File: config.mk
export PLATFORM = sky130hd
export DESIGN_NAME = tsf_top
export DESIGN_NICKNAME = d
export VERILOG_FILES = /design/src/hw/tsf_pkg.sv /design/src/hw/tsf_link_if.sv /design/src/hw/tsf_top.sv /design/src/hw/tsf_pin_sync.sv /design/src/hw/tsf_thermal.sv
export SDC_FILE = /design/constraint.sdc
export NUM_CORES = 1
export LEC_CHECK = 0
export BUFFER_PORTS_ARGS = -buffer_cell sky130_fd_sc_hd__buf_4
export CAP_MARGIN = 5
export CORE_UTILIZATION = 63
export CTS_CLUSTER_SIZE = 12
export DETAILED_ROUTE_END_ITERATION = 12
export PLACE_DENSITY = 0.85
export SETUP_SLACK_MARGIN = 0.05
export SYNTH_ARGS = -nofsm -noshare
export SYNTH_HDL_FRONTEND = slang
export SYNTH_SLANG_ARGS = --single-unit
export TNS_END_PERCENT = 10
File: constraint.sdc
create_clock -name core_clk -period 3.68 [get_ports core_clk]
set_clock_uncertainty 0.15 [all_clocks]
set_input_delay 0.368 -clock core_clk [delete_from_list [all_inputs] [get_ports core_clk]]
set_output_delay 0.368 -clock core_clk [all_outputs]
set_load 0.01 [all_outputs]
File: src/hw/tsf_pkg.sv
// package of constants for the thermal status serial frame block
// assumes a 100 MHz core clock sampling the serial pins
//
// What this block does
// three monitors, each warning and shutdown level
// warning sets flag, drivers stay on
// warning flag is status bit 0, latched
// flag cleared only by status clear request
// any shutdown latches every driver off
// shutdown release needs cool, on-command, clear request
// status clear request is command bit 0
// chip select fall drives warning onto output
// output low without warning, high with warning
// idle clock holds bit; toggling shifts status
// first sixteen bits out are status word
// master sends further commands after status words
// frame holds whole multiples of sixteen bits
// input bits pass through to serial output
// input ignored unless own chip select active
// drivers start off, stay off under lockout
// apply last word only on whole-word frames
package tsf_pkg;
	localparam int WORD_W       = 16;
	localparam int CNT_W        = 4;
	localparam int NUM_PAIRS    = 3;
	localparam int CLEAR_BIT    = 0;
	localparam int WARN_BIT     = 0;
	localparam int DRV_LO       = 1;
	localparam int DRV_HI       = 6;
	localparam logic [15:0] CMD_RESET = 16'h0000;
	localparam logic [3:0]  CNT_ZERO  = 4'h0;
	localparam logic [3:0]  CNT_LAST  = 4'hf;
endpackage

File: src/hw/tsf_link_if.sv
// interface carrying decoded serial events from the pin stage to the core
// assumes both ends run on core_clk
`timescale 1ns/1ps
interface tsf_link_if;
	logic cs_active;
	logic cs_fall;
	logic cs_rise;
	logic clk_rise;
	logic clk_fall;
	logic sdi;
	modport pins (output cs_active, cs_fall, cs_rise, clk_rise, clk_fall, sdi);
	modport core (input cs_active, cs_fall, cs_rise, clk_rise, clk_fall, sdi);
endinterface

File: src/hw/tsf_top.sv
// serial status frame and driver control of the triple half-bridge
// assumes mode-0 style master: sample on rising, shift on falling sclk
`timescale 1ns/1ps
module tsf_top (
	input  wire logic                          core_clk,
	input  wire logic                          rst,
	input  wire logic                          clk_en,
	input  wire logic                          chip_select_bar,
	input  wire logic                          sclk,
	input  wire logic                          sdi,
	input  wire logic [tsf_pkg::NUM_PAIRS-1:0] warn_level,
	input  wire logic [tsf_pkg::NUM_PAIRS-1:0] shut_level,
	input  wire logic                          supply_lockout,
	output logic                               sdo,
	output logic                               sdo_oe,
	output logic [tsf_pkg::NUM_PAIRS-1:0]      high_side_switch,
	output logic [tsf_pkg::NUM_PAIRS-1:0]      low_side_switch,
	output logic                               thermal_warning_flag,
	output logic                               shutdown_latched
);
	import tsf_pkg::*;

	// ****************************************
	// pin stage and thermal latches
	// ****************************************
	tsf_link_if lnk ();

	logic [NUM_PAIRS-1:0] warn_s1_r, warn_s2_r, shut_s1_r, shut_s2_r;
	logic                 lock_s1_r, lock_s2_r;
	logic                 warn_w, sd_w, clr_w, on_w;

	tsf_pin_sync u_pins (
		.core_clk        (core_clk),
		.rst             (rst),
		.clk_en          (clk_en),
		.chip_select_bar (chip_select_bar),
		.sclk            (sclk),
		.sdi             (sdi),
		.lnk             (lnk)
	);

	always_ff @(posedge core_clk) begin
		if (rst) begin
			warn_s1_r <= '0;
			warn_s2_r <= '0;
			shut_s1_r <= '0;
			shut_s2_r <= '0;
			lock_s1_r <= 1'b1;
			lock_s2_r <= 1'b1;
		end else if (clk_en) begin
			warn_s1_r <= warn_level;
			warn_s2_r <= warn_s1_r;
			shut_s1_r <= shut_level;
			shut_s2_r <= shut_s1_r;
			lock_s1_r <= supply_lockout;
			lock_s2_r <= lock_s1_r;
		end
	end

	tsf_thermal u_therm (
		.core_clk             (core_clk),
		.rst                  (rst),
		.clk_en               (clk_en),
		.warn_level           (warn_s2_r),
		.shut_level           (shut_s2_r),
		.clear_req            (clr_w),
		.turn_on_cmd          (on_w),
		.thermal_warning_flag (warn_w),
		.shutdown_latched     (sd_w)
	);

	// ****************************************
	// frame shifter
	// ****************************************
	function automatic logic [WORD_W-1:0] status_word(input logic warn);
		logic [WORD_W-1:0] w;
		w = '0;
		w[WARN_BIT] = warn;
		return w;
	endfunction

	// status goes out bit 0 first, so the warning is on the pin before any sclk
	function automatic logic [WORD_W-1:0] wire_order(input logic [WORD_W-1:0] w);
		logic [WORD_W-1:0] r;
		r = '0;
		for (int i = 0; i < WORD_W; i++) begin
			r[i] = w[WORD_W-1-i];
		end
		return r;
	endfunction

	function automatic logic drives_any(input logic [WORD_W-1:0] c);
		return |c[DRV_HI:DRV_LO];
	endfunction

	typedef enum logic [2:0] {
		TSF_IDLE  = 3'b001,
		TSF_SHIFT = 3'b010,
		TSF_APPLY = 3'b100
	} tsf_state_e;

	typedef struct packed {
		tsf_state_e        fsm;
		logic [WORD_W-1:0] shreg;
		logic [WORD_W-1:0] rx;
		logic [CNT_W-1:0]  cnt;
		logic              whole;
		logic              got_word;
		logic [WORD_W-1:0] cmd;
		logic              clr;
		logic              on;
		logic              sdo;
		logic              sdo_oe;
		logic [NUM_PAIRS-1:0] hi_on;
		logic [NUM_PAIRS-1:0] lo_on;
		logic              warn;
		logic              sd;
	} tsf_top_s;

	tsf_top_s st_r;
	tsf_top_s st_nxt;

	always_comb begin
		st_nxt = st_r;
		st_nxt.clr = 1'b0;
		st_nxt.on  = 1'b0;
		case (st_r.fsm)
			TSF_IDLE: begin
				// warning loaded at fall
				// status word leads frame
				if (lnk.cs_fall) begin
					st_nxt.shreg = wire_order(status_word(warn_w));
					st_nxt.cnt   = CNT_ZERO;
					st_nxt.whole = 1'b0;
					st_nxt.got_word = 1'b0;
					st_nxt.fsm   = TSF_SHIFT;
				end
			end
			TSF_SHIFT: begin
				// input only while selected
				if (lnk.clk_rise && lnk.cs_active) begin
					st_nxt.rx    = {st_r.rx[WORD_W-2:0], lnk.sdi};
					st_nxt.cnt   = st_r.cnt + 4'h1;
					st_nxt.whole = (st_r.cnt == CNT_LAST);
					if (st_r.cnt == CNT_LAST) begin
						st_nxt.got_word = 1'b1;
					end
				end
				// shift only on clock edges
				// input passes to output
				if (lnk.clk_fall && lnk.cs_active) begin
					st_nxt.shreg = {st_r.shreg[WORD_W-2:0], st_r.rx[0]};
				end
				if (lnk.cs_rise) begin
					st_nxt.fsm = TSF_APPLY;
				end
			end
			TSF_APPLY: begin
				// whole words only
				// frame length check
				if (st_r.whole && st_r.got_word) begin
					st_nxt.cmd = st_r.rx;
					// bit 0 clears status
					st_nxt.clr = st_r.rx[CLEAR_BIT];
					st_nxt.on  = drives_any(st_r.rx);
				end
				st_nxt.fsm = TSF_IDLE;
			end
			default: begin
				st_nxt.fsm = TSF_IDLE;
			end
		endcase
		// output shows warning first after fall
		st_nxt.sdo    = (st_nxt.fsm == TSF_SHIFT) ? st_nxt.shreg[WORD_W-1] : 1'b0;
		st_nxt.sdo_oe = (st_nxt.fsm == TSF_SHIFT);
		// shutdown forces all off
		// off under lockout
		if (sd_w || lock_s2_r) begin
			st_nxt.hi_on = '0;
			st_nxt.lo_on = '0;
		end else begin
			st_nxt.hi_on = {st_r.cmd[6], st_r.cmd[4], st_r.cmd[2]};
			st_nxt.lo_on = {st_r.cmd[5], st_r.cmd[3], st_r.cmd[1]};
		end
		st_nxt.warn = warn_w;
		st_nxt.sd = sd_w;
	end

	assign clr_w = st_r.clr;
	assign on_w  = st_r.on;

	always_ff @(posedge core_clk) begin
		if (rst) begin
			st_r <= '{fsm: TSF_IDLE, shreg: '0, rx: '0, cnt: CNT_ZERO, whole: 1'b0,
				got_word: 1'b0, cmd: CMD_RESET, clr: 1'b0, on: 1'b0, sdo: 1'b0,
				sdo_oe: 1'b0, hi_on: '0, lo_on: '0, warn: 1'b0, sd: 1'b0};
		end else if (clk_en) begin
			st_r <= st_nxt;
		end
	end

	assign sdo                  = st_r.sdo;
	assign sdo_oe               = st_r.sdo_oe;
	assign high_side_switch     = st_r.hi_on;
	assign low_side_switch      = st_r.lo_on;
	assign thermal_warning_flag = st_r.warn;
	assign shutdown_latched     = st_r.sd;
endmodule

File: src/hw/tsf_pin_sync.sv
// two-stage synchronisers and edge finders for the serial pins
// assumes pins are asynchronous to core_clk
`timescale 1ns/1ps
module tsf_pin_sync (
	input  wire logic core_clk,
	input  wire logic rst,
	input  wire logic clk_en,
	input  wire logic chip_select_bar,
	input  wire logic sclk,
	input  wire logic sdi,
	tsf_link_if.pins  lnk
);
	import tsf_pkg::*;

	typedef struct packed {
		logic [1:0] cs_s;
		logic [1:0] ck_s;
		logic [1:0] di_s;
		logic       cs_d;
		logic       ck_d;
	} tsf_sync_s;

	tsf_sync_s st_r;
	tsf_sync_s st_nxt;

	always_comb begin
		st_nxt = st_r;
		st_nxt.cs_s = {st_r.cs_s[0], chip_select_bar};
		st_nxt.ck_s = {st_r.ck_s[0], sclk};
		st_nxt.di_s = {st_r.di_s[0], sdi};
		st_nxt.cs_d = st_r.cs_s[1];
		st_nxt.ck_d = st_r.ck_s[1];
	end

	always_ff @(posedge core_clk) begin
		if (rst) begin
			st_r <= '{cs_s: 2'h3, ck_s: 2'h0, di_s: 2'h0, cs_d: 1'b1, ck_d: 1'b0};
		end else if (clk_en) begin
			st_r <= st_nxt;
		end
	end

	// edges found only from the second stage
	assign lnk.cs_active = ~st_r.cs_s[1];
	assign lnk.cs_fall   = st_r.cs_d & ~st_r.cs_s[1];
	assign lnk.cs_rise   = ~st_r.cs_d & st_r.cs_s[1];
	assign lnk.clk_rise  = ~st_r.ck_d & st_r.ck_s[1];
	assign lnk.clk_fall  = st_r.ck_d & ~st_r.ck_s[1];
	assign lnk.sdi       = st_r.di_s[1];
endmodule

File: src/hw/tsf_thermal.sv
// three thermal monitors with latched warning and shutdown
// assumes sensor levels already on core_clk
`timescale 1ns/1ps
module tsf_thermal (
	input  wire logic                        core_clk,
	input  wire logic                        rst,
	input  wire logic                        clk_en,
	input  wire logic [tsf_pkg::NUM_PAIRS-1:0] warn_level,
	input  wire logic [tsf_pkg::NUM_PAIRS-1:0] shut_level,
	input  wire logic                        clear_req,
	input  wire logic                        turn_on_cmd,
	output logic                             thermal_warning_flag,
	output logic                             shutdown_latched
);
	import tsf_pkg::*;

	typedef struct packed {
		logic warn;
		logic sd;
	} tsf_therm_s;

	tsf_therm_s st_r;
	tsf_therm_s st_nxt;

	always_comb begin
		st_nxt = st_r;
		// clear when cooled
		if (clear_req && !(|warn_level)) begin
			st_nxt.warn = 1'b0;
		end
		// warning sets flag
		// set wins over clear
		if (|warn_level) begin
			st_nxt.warn = 1'b1;
		end
		// release needs cool and on
		if (clear_req && turn_on_cmd && !(|shut_level)) begin
			st_nxt.sd = 1'b0;
		end
		// any sensor trips all
		// three independent sensors
		if (|shut_level) begin
			st_nxt.sd = 1'b1;
		end
	end

	always_ff @(posedge core_clk) begin
		if (rst) begin
			st_r <= '0;
		end else if (clk_en) begin
			st_r <= st_nxt;
		end
	end

	assign thermal_warning_flag = st_r.warn;
	assign shutdown_latched     = st_r.sd;
endmodule

==> results of run 1 <==
==> cells in the final DEF (no fill, tap or decap), types with 3 or more instances in the layout <==
master	n
clkbuf_8	9
a21oi_1	37
nand2_1	50
dfxtp_1	74
and3_1	4
o31ai_1	3
nand2b_1	3
nand3_1	12
inv_1	4
clkinv_2	3
o21ai_0	17
nor2_1	31
mux2i_1	29
buf_4	23
nor3b_1	3
==> worst reg2reg max path, delay by kind of cell (launching register included) <==
kind,cells,cell delay [ns]
DFF,1,0.46
AOI/OAI and AO/OA,3,0.83
and+or+nand+nor,1,0.52
==> sequential cells by signal, summed over array words and instances, names as in the netlist, 2 cells and up <==
signal,flops
u_pins.st_r,2
warn_s1_r,3
low_side_switch,3
st_r,38
warn_s2_r,3
u_pins.st_nxt,5
shut_s2_r,3
shut_s1_r,3
high_side_switch,3
==> layer usage <==
layer,GRT usage [%],wire length [um]
met1,30.9,2410
met3,7.27,317
met5,0,0
met2,39.3,2680
met4,11.8,149
==> cell type report <==
cell class	instances	area, um^2
flip-flops and latches	74	1480
multi-input cells	216	1280
fillers	317	1160
repair buffers	23	173
clock buffers	9	124
clock inverters	6	82.6
well taps	52	65.1
inverters	4	15.0
==> Yosys cell counts (2+ instances only) <==
| master | number | area, um^2 |
|---|---|---|
| buf_4 | 7 | 52.6 |
| buf_1 | 3 | 11.3 |
| nand2b_1 | 3 | 18.8 |
| a21oi_1 | 37 | 185 |
| mux2i_1 | 29 | 290 |
| inv_1 | 4 | 15.0 |
| o211a_1 | 2 | 20.0 |
| buf_2 | 2 | 10.0 |
| and3_1 | 4 | 25.0 |
| o21ai_0 | 17 | 85.1 |
| nor2b_1 | 2 | 12.5 |
| nand2_1 | 50 | 188 |
| a22oi_1 | 2 | 15.0 |
| a211oi_1 | 2 | 15.0 |
| o31ai_1 | 3 | 22.5 |
| clkbuf_1 | 12 | 45.0 |
| nor2_1 | 31 | 116 |
| dfxtp_1 | 74 | 1480 |
| nand3_1 | 12 | 60.1 |
| nor3b_1 | 3 | 22.5 |
==> metrics by stage <==
stage          worst slack, ns  total power, mW  util [%]  cells
2_1_floorplan             2.03            0.899         -    318
3_3_place_gp              1.53            0.920      68.8    369
5_1_grt                   1.40             1.62      73.5    384
4_1_cts                   1.60             1.58      73.5    384
6_report                  1.57             1.57      73.5    384
3_5_place_dp              1.48            0.923      68.8    369
==> power by group through the flow <==
stage                     Sequential (mW)  Clock (mW)  Combinational [mW]
after global placement              0.845           0              0.0753
after CTS                           0.827       0.674              0.0781
after detailed placement            0.846           0              0.0773
after floorplan                     0.842           0              0.0571
after global routing                0.829       0.704              0.0856
final                               0.828       0.660              0.0781
==> logic make-up (layout without fill, tap and decap cells) <==
group | after synthesis | in the layout
compound gates | 71 | 71
fa+ha+maj | 1 | 1
buf+inv | 28 | 42
flops | 74 | 74
mux | 29 | 29
simple gates | 115 | 115
==> final timing paths <==
path / start / to / slack (ns) / cells past startpoint
max: st_r[67]$_SDFFE_PP0P_ / st_r[65]$_SDFFE_PP0P_ / 1.57 / 4
min reg2reg: st_r[59]$_SDFFE_PP0P_ / st_r[60]$_SDFFE_PP0P_ / 0.30 / 2
max reg2reg: st_r[67]$_SDFFE_PP0P_ / st_r[65]$_SDFFE_PP0P_ / 1.57 / 4
min: supply_lockout / lock_s1_r$_SDFFE_PP1P_ / 0.09 / 3
==> results.txt, run 1 <==
Site Rows = 24
Avg Cell Area, Syn = 9.11 um^2
die area = 4870 um^2
Die Y = 69.8 um
arrival time worst endpoint = 2.16 ns
simple logic cell fraction of the synthesized area = 18.6%
Hold Crit Class = in2reg
CP bufs+invs = 0
WP data required = 3.73 ns
Post-Synth Adder-Cell Area = 0.432%
largest net degree at the start of global routing = 69
HPWL Detailed = 3560 um
fin crit share = 57.3%
Total Wirelength = 5560 um
Internal Power = 1.22 mW
gr usage total = 24.8%
DRT iter0 DRCs = 152
Yosys warnings = 0
post-placement cell area = 3020 um^2
Hold WS = 0.0915 ns
slowest stage delay, CP = 0.52 ns
Post-Syn Area = 2900 um^2
postcts setup bufs = 0
Setup TNS = 0 ns
Worst setup SP type = register
sequential area share after synthesis = 51.1%
first-pass GRT wire length = 9400 um
Post-Layout Inst Area = 3220 um^2
antenna viol nets, final = 0
DRC errors left = 0
Worst-path clk slew = 0.07 ns
IO Port Bufs = 22
final setup fails = 0
Max IR drop VDD = 360 uV
htree depth = 3
Clk Latency, worst-skew pair = 0.34 ns
ys async rst share = 0%
Sw Share = 22.0%
Final Max Tran Viols = 0
CP top delay family = compound AO/OA/AOI/OAI gates
minimum clock period = 2.11 ns
kind of end point of the critical path = register
I/O pin total = 23
Slew Limit Headroom = 51.6%
Root Driver = clkbuf_8
layout cells sized above 1 = 13.6%
WL per Instance = 14.5 um
Inserted Clock Buffers = 9
post-synthesis cell type count = 39
TritonCTS clock tree = done
Max Cap Violations = 0
nets@finish = 342
Fin. Hold Viols = 0
Synth Area in Compound Gates = 15.2%
Gate power share = 5.0%
post-synthesis mux area share = 10.0%
GP Congestion = 0.822
Synth Flop Type = dfxtp_1
Die X-Extent = 69.8 um
grt total ovfl = 0
slowest CP cell = nor3b_2
Starting Density = 66.1%
initial antenna violation count = 0
Post-Synth XOR/XNOR Area = 0%
clock sinks = 74
Syn Nets = 332
deepest clock path buffer count = 2
largest family of logic cells by synthesized area = simple AND/OR/NAND/NOR gates
Area Growth Syn to Fin = 11.2%
f_max = 0.474 GHz
critical path, cell by cell = nor3b_2 -> a32oi_2 -> a221oi_1 -> a211oi_1
DR pass1 iterations = 4
status = complete, no violations
RSZ-0062 raised after global routing = no
Post-synth EDFFs = 0
ant diodes = 0
DR vias = 2199
vias per std cell = 5.73
CP Max Fanout = 16
Syn Inst Count = 318
Sw Pwr = 344 uW
Power per Cell Area = 486 nW/um^2
post-cts sizing count = 0
vias in the first global route = 2079
Hold-fix buffers, CTS = 0
FF+latch count, synth = 74
leakage power = 1.24 nW
Worst-Margin Slew = 0.722 ns
CORE AREA = 4380 um^2
Setup CP Type = reg2reg
sequential share of power = 52.9%
clock share of power = 42.1%
Power figures use the tool's default switching activity.
==> inputs of run 2 (changes only) <==
--- a/config.mk
+++ b/config.mk
@@ -7,10 +7,10 @@
 export LEC_CHECK = 0
 export BUFFER_PORTS_ARGS = -buffer_cell sky130_fd_sc_hd__buf_4
 export CAP_MARGIN = 5
-export CORE_UTILIZATION = 63
+export CORE_UTILIZATION = 53
 export CTS_CLUSTER_SIZE = 12
 export DETAILED_ROUTE_END_ITERATION = 12
-export PLACE_DENSITY = 0.85
+export PLACE_DENSITY = 0.77
 export SETUP_SLACK_MARGIN = 0.05
 export SYNTH_ARGS = -nofsm -noshare
 export SYNTH_HDL_FRONTEND = slang
==> constraint.sdc (replaced) <==
create_clock -name core_clk -period 1.87 [get_ports core_clk]
set_clock_uncertainty 0.15 [all_clocks]
set_input_delay 0.187 -clock core_clk [delete_from_list [all_inputs] [get_ports core_clk]]
set_output_delay 0.187 -clock core_clk [all_outputs]
set_load 0.01 [all_outputs]
==> run 2 against run 1 <==
Effect of this change:
- clock power rose by 120%
- worst setup slack got worse by 1.4 ns
- count of clock-buffer cells in the layout rose by 4
- die area rose by 18%
- via count rose by 3.9%
- maximum frequency rose by 24%
- total power rose by 110%
- combinational power rose by 130%
- sequential share of layout area fell by 3.1 points
==> results.txt, run 2 (same netlist as run 1, synthesis figures left out) <==
Die X-Extent = 75.9 um
deepest clock path buffer count = 2
layout cells sized above 1 = 16.8%
Max Cap Violations = 0
Setup CP Type = reg2reg
Setup TNS = 0 ns
Power per Cell Area = 949 nW/um^2
post-placement cell area = 3110 um^2
arrival time worst endpoint = 1.79 ns
WP data required = 1.96 ns
GP Congestion = 0.835
initial antenna violation count = 0
CORE AREA = 5170 um^2
Fin. Hold Viols = 0
Die Y = 75.9 um
Site Rows = 26
FF-to-FF End = st_r[32]$_SDFFE_PP0P_
RSZ-0062 raised after global routing = yes
Total Wirelength = 5640 um
most common cell after layout, fill and taps aside = dfxtp_1
vias in the first global route = 2219
DRT iter0 DRCs = 119
Starting Density = 56.0%
fin util = 66.9%
Hold Startpoint = rst
routed wl met3 = 209 um
die area = 5760 um^2
TritonCTS clock tree = done
WL per Instance = 13.4 um
Hold Crit Class = in2reg
Metal-1 WL = 2530 um
max FFs per register = 38
Post-Layout Inst Area = 3460 um^2
met2 wire len = 2820 um
vias per std cell = 5.41
kind of end point of the critical path = register
largest net degree at the start of global routing = 28
Reg2Reg Launch Point = u_pins.st_nxt[1]$_SDFFE_PP1P_
Max IR drop VDD = 594 uV
DRC errors left = 0
Layout fillers = 408
grt total ovfl = 0
leakage power = 1.35 nW
Clk Latency, worst-skew pair = 0.35 ns
CP Max Fanout = 7
Slew Limit Headroom = 65.8%
f_max = 0.585 GHz
clock sinks = 74
most frequent cells in the layout = 71 x dfxtp_1, 50 x nand2_1, 37 x a21oi_1, 32 x buf_4, 31 x nor2_1
Root Driver = clkbuf_8
ant diodes = 0
R2R Setup Slk = 0.16 ns
HPWL Detailed = 3580 um
status = complete, no violations
postcts setup bufs = 0
Worst-path clk slew = 0.07 ns
htree depth = 3
register with the most flip-flops = st_r
I/O pin total = 23
CP startpoint = u_pins.st_nxt[1]$_SDFFE_PP1P_
Worst-Margin Slew = 0.512 ns
r2r worst-path depth = 4
DR pass1 iterations = 4
minimum clock period = 1.71 ns
nets@finish = 361
gr usage total = 20.8%
DR vias = 2285
hold depth = 2
final setup fails = 0
Area Growth Syn to Fin = 19.5%
fin crit share = 91.4%
DR top layer = met4
Worst setup SP type = register
antenna viol nets, final = 0
Inserted Clock Buffers = 9
first-pass GRT wire length = 9720 um
WHS Endpoint = st_r[31]$_SDFFE_PP0P_
Final Max Tran Viols = 0
IO Port Bufs = 22
run 2: cell count changes in the layout (fill, tap and decap cells not counted), sizes merged:
| cell | change |
|---|---|
| clkinv | -2 |
| clkinvlp | -1 |
| buf | +9 |
| clkbuf | +4 |
| dlygate4sd3 | +10 |
run 2: repair_timing:
action | in CTS | in global routing
endpoints found under the hold margin | 10 | 0
endpoints found under the setup margin | 0 | 19
hold buffers | 10 | 0
resized for setup | 0 | 4
run 2: metal layers:
layer	vias to the layer above	track usage [%]
li1	1153	-
met1	1084	25.1
met2	39	35.7
met3	9	5.06
met4	0	8.27
met5	-	0
run 2: area by class of cell:
| cell class | count | area, um^2 | share of cell area [%] |
|---|---|---|---|
| inverters | 4 | 15.0 | 0.434 |
| clock buffers | 13 | 179 | 5.17 |
| clock inverters | 3 | 68.8 | 1.99 |
| flip-flops and latches | 74 | 1490 | 42.9 |
| well taps | 70 | 87.6 | 2.53 |
| multi-input cells | 216 | 1290 | 37.2 |
| repair buffers | 42 | 340 | 9.83 |
run 2: through the flow:
step	power, mW	std cells	setup slack (ns)	hold slack, ns
after global placement	1.82	396	0.157	0.259
after CTS	3.30	422	0.0523	0.0111
after global routing	3.40	422	0.0359	0.0276
final	3.29	422	0.162	0.0152
after floorplan	1.77	318	0.216	0.165
after detailed placement	1.83	396	0.137	0.261
run 2: critical path, stage by stage (launching register included):
cell	delay, ns
dfxtp_2	0.36
or3b_4	0.44
a221oi_4	0.41
o211a_1	0.20
nor3_1	0.04
run 2: report_power, final:
part	internal, mW	switching [mW]	total (mW)
Combinational	0.0834	0.0985	0.182
Clock	0.900	0.576	1.48
Sequential	1.61	0.0226	1.63
run 2: worst max path at each step:
stage	end	slack [ns]	cells past startpoint
5_1_grt	st_r[29]$_SDFFE_PP0P_	0.04	4
4_1_cts	st_r[65]$_SDFFE_PP0P_	0.05	4
6_report	st_r[32]$_SDFFE_PP0P_	0.16	4
3_5_place_dp	st_r[32]$_SDFFE_PP0P_	0.14	4
2_1_floorplan	st_r[33]$_SDFFE_PP0P_	0.22	4
3_3_place_gp	st_r[32]$_SDFFE_PP0P_	0.16	4
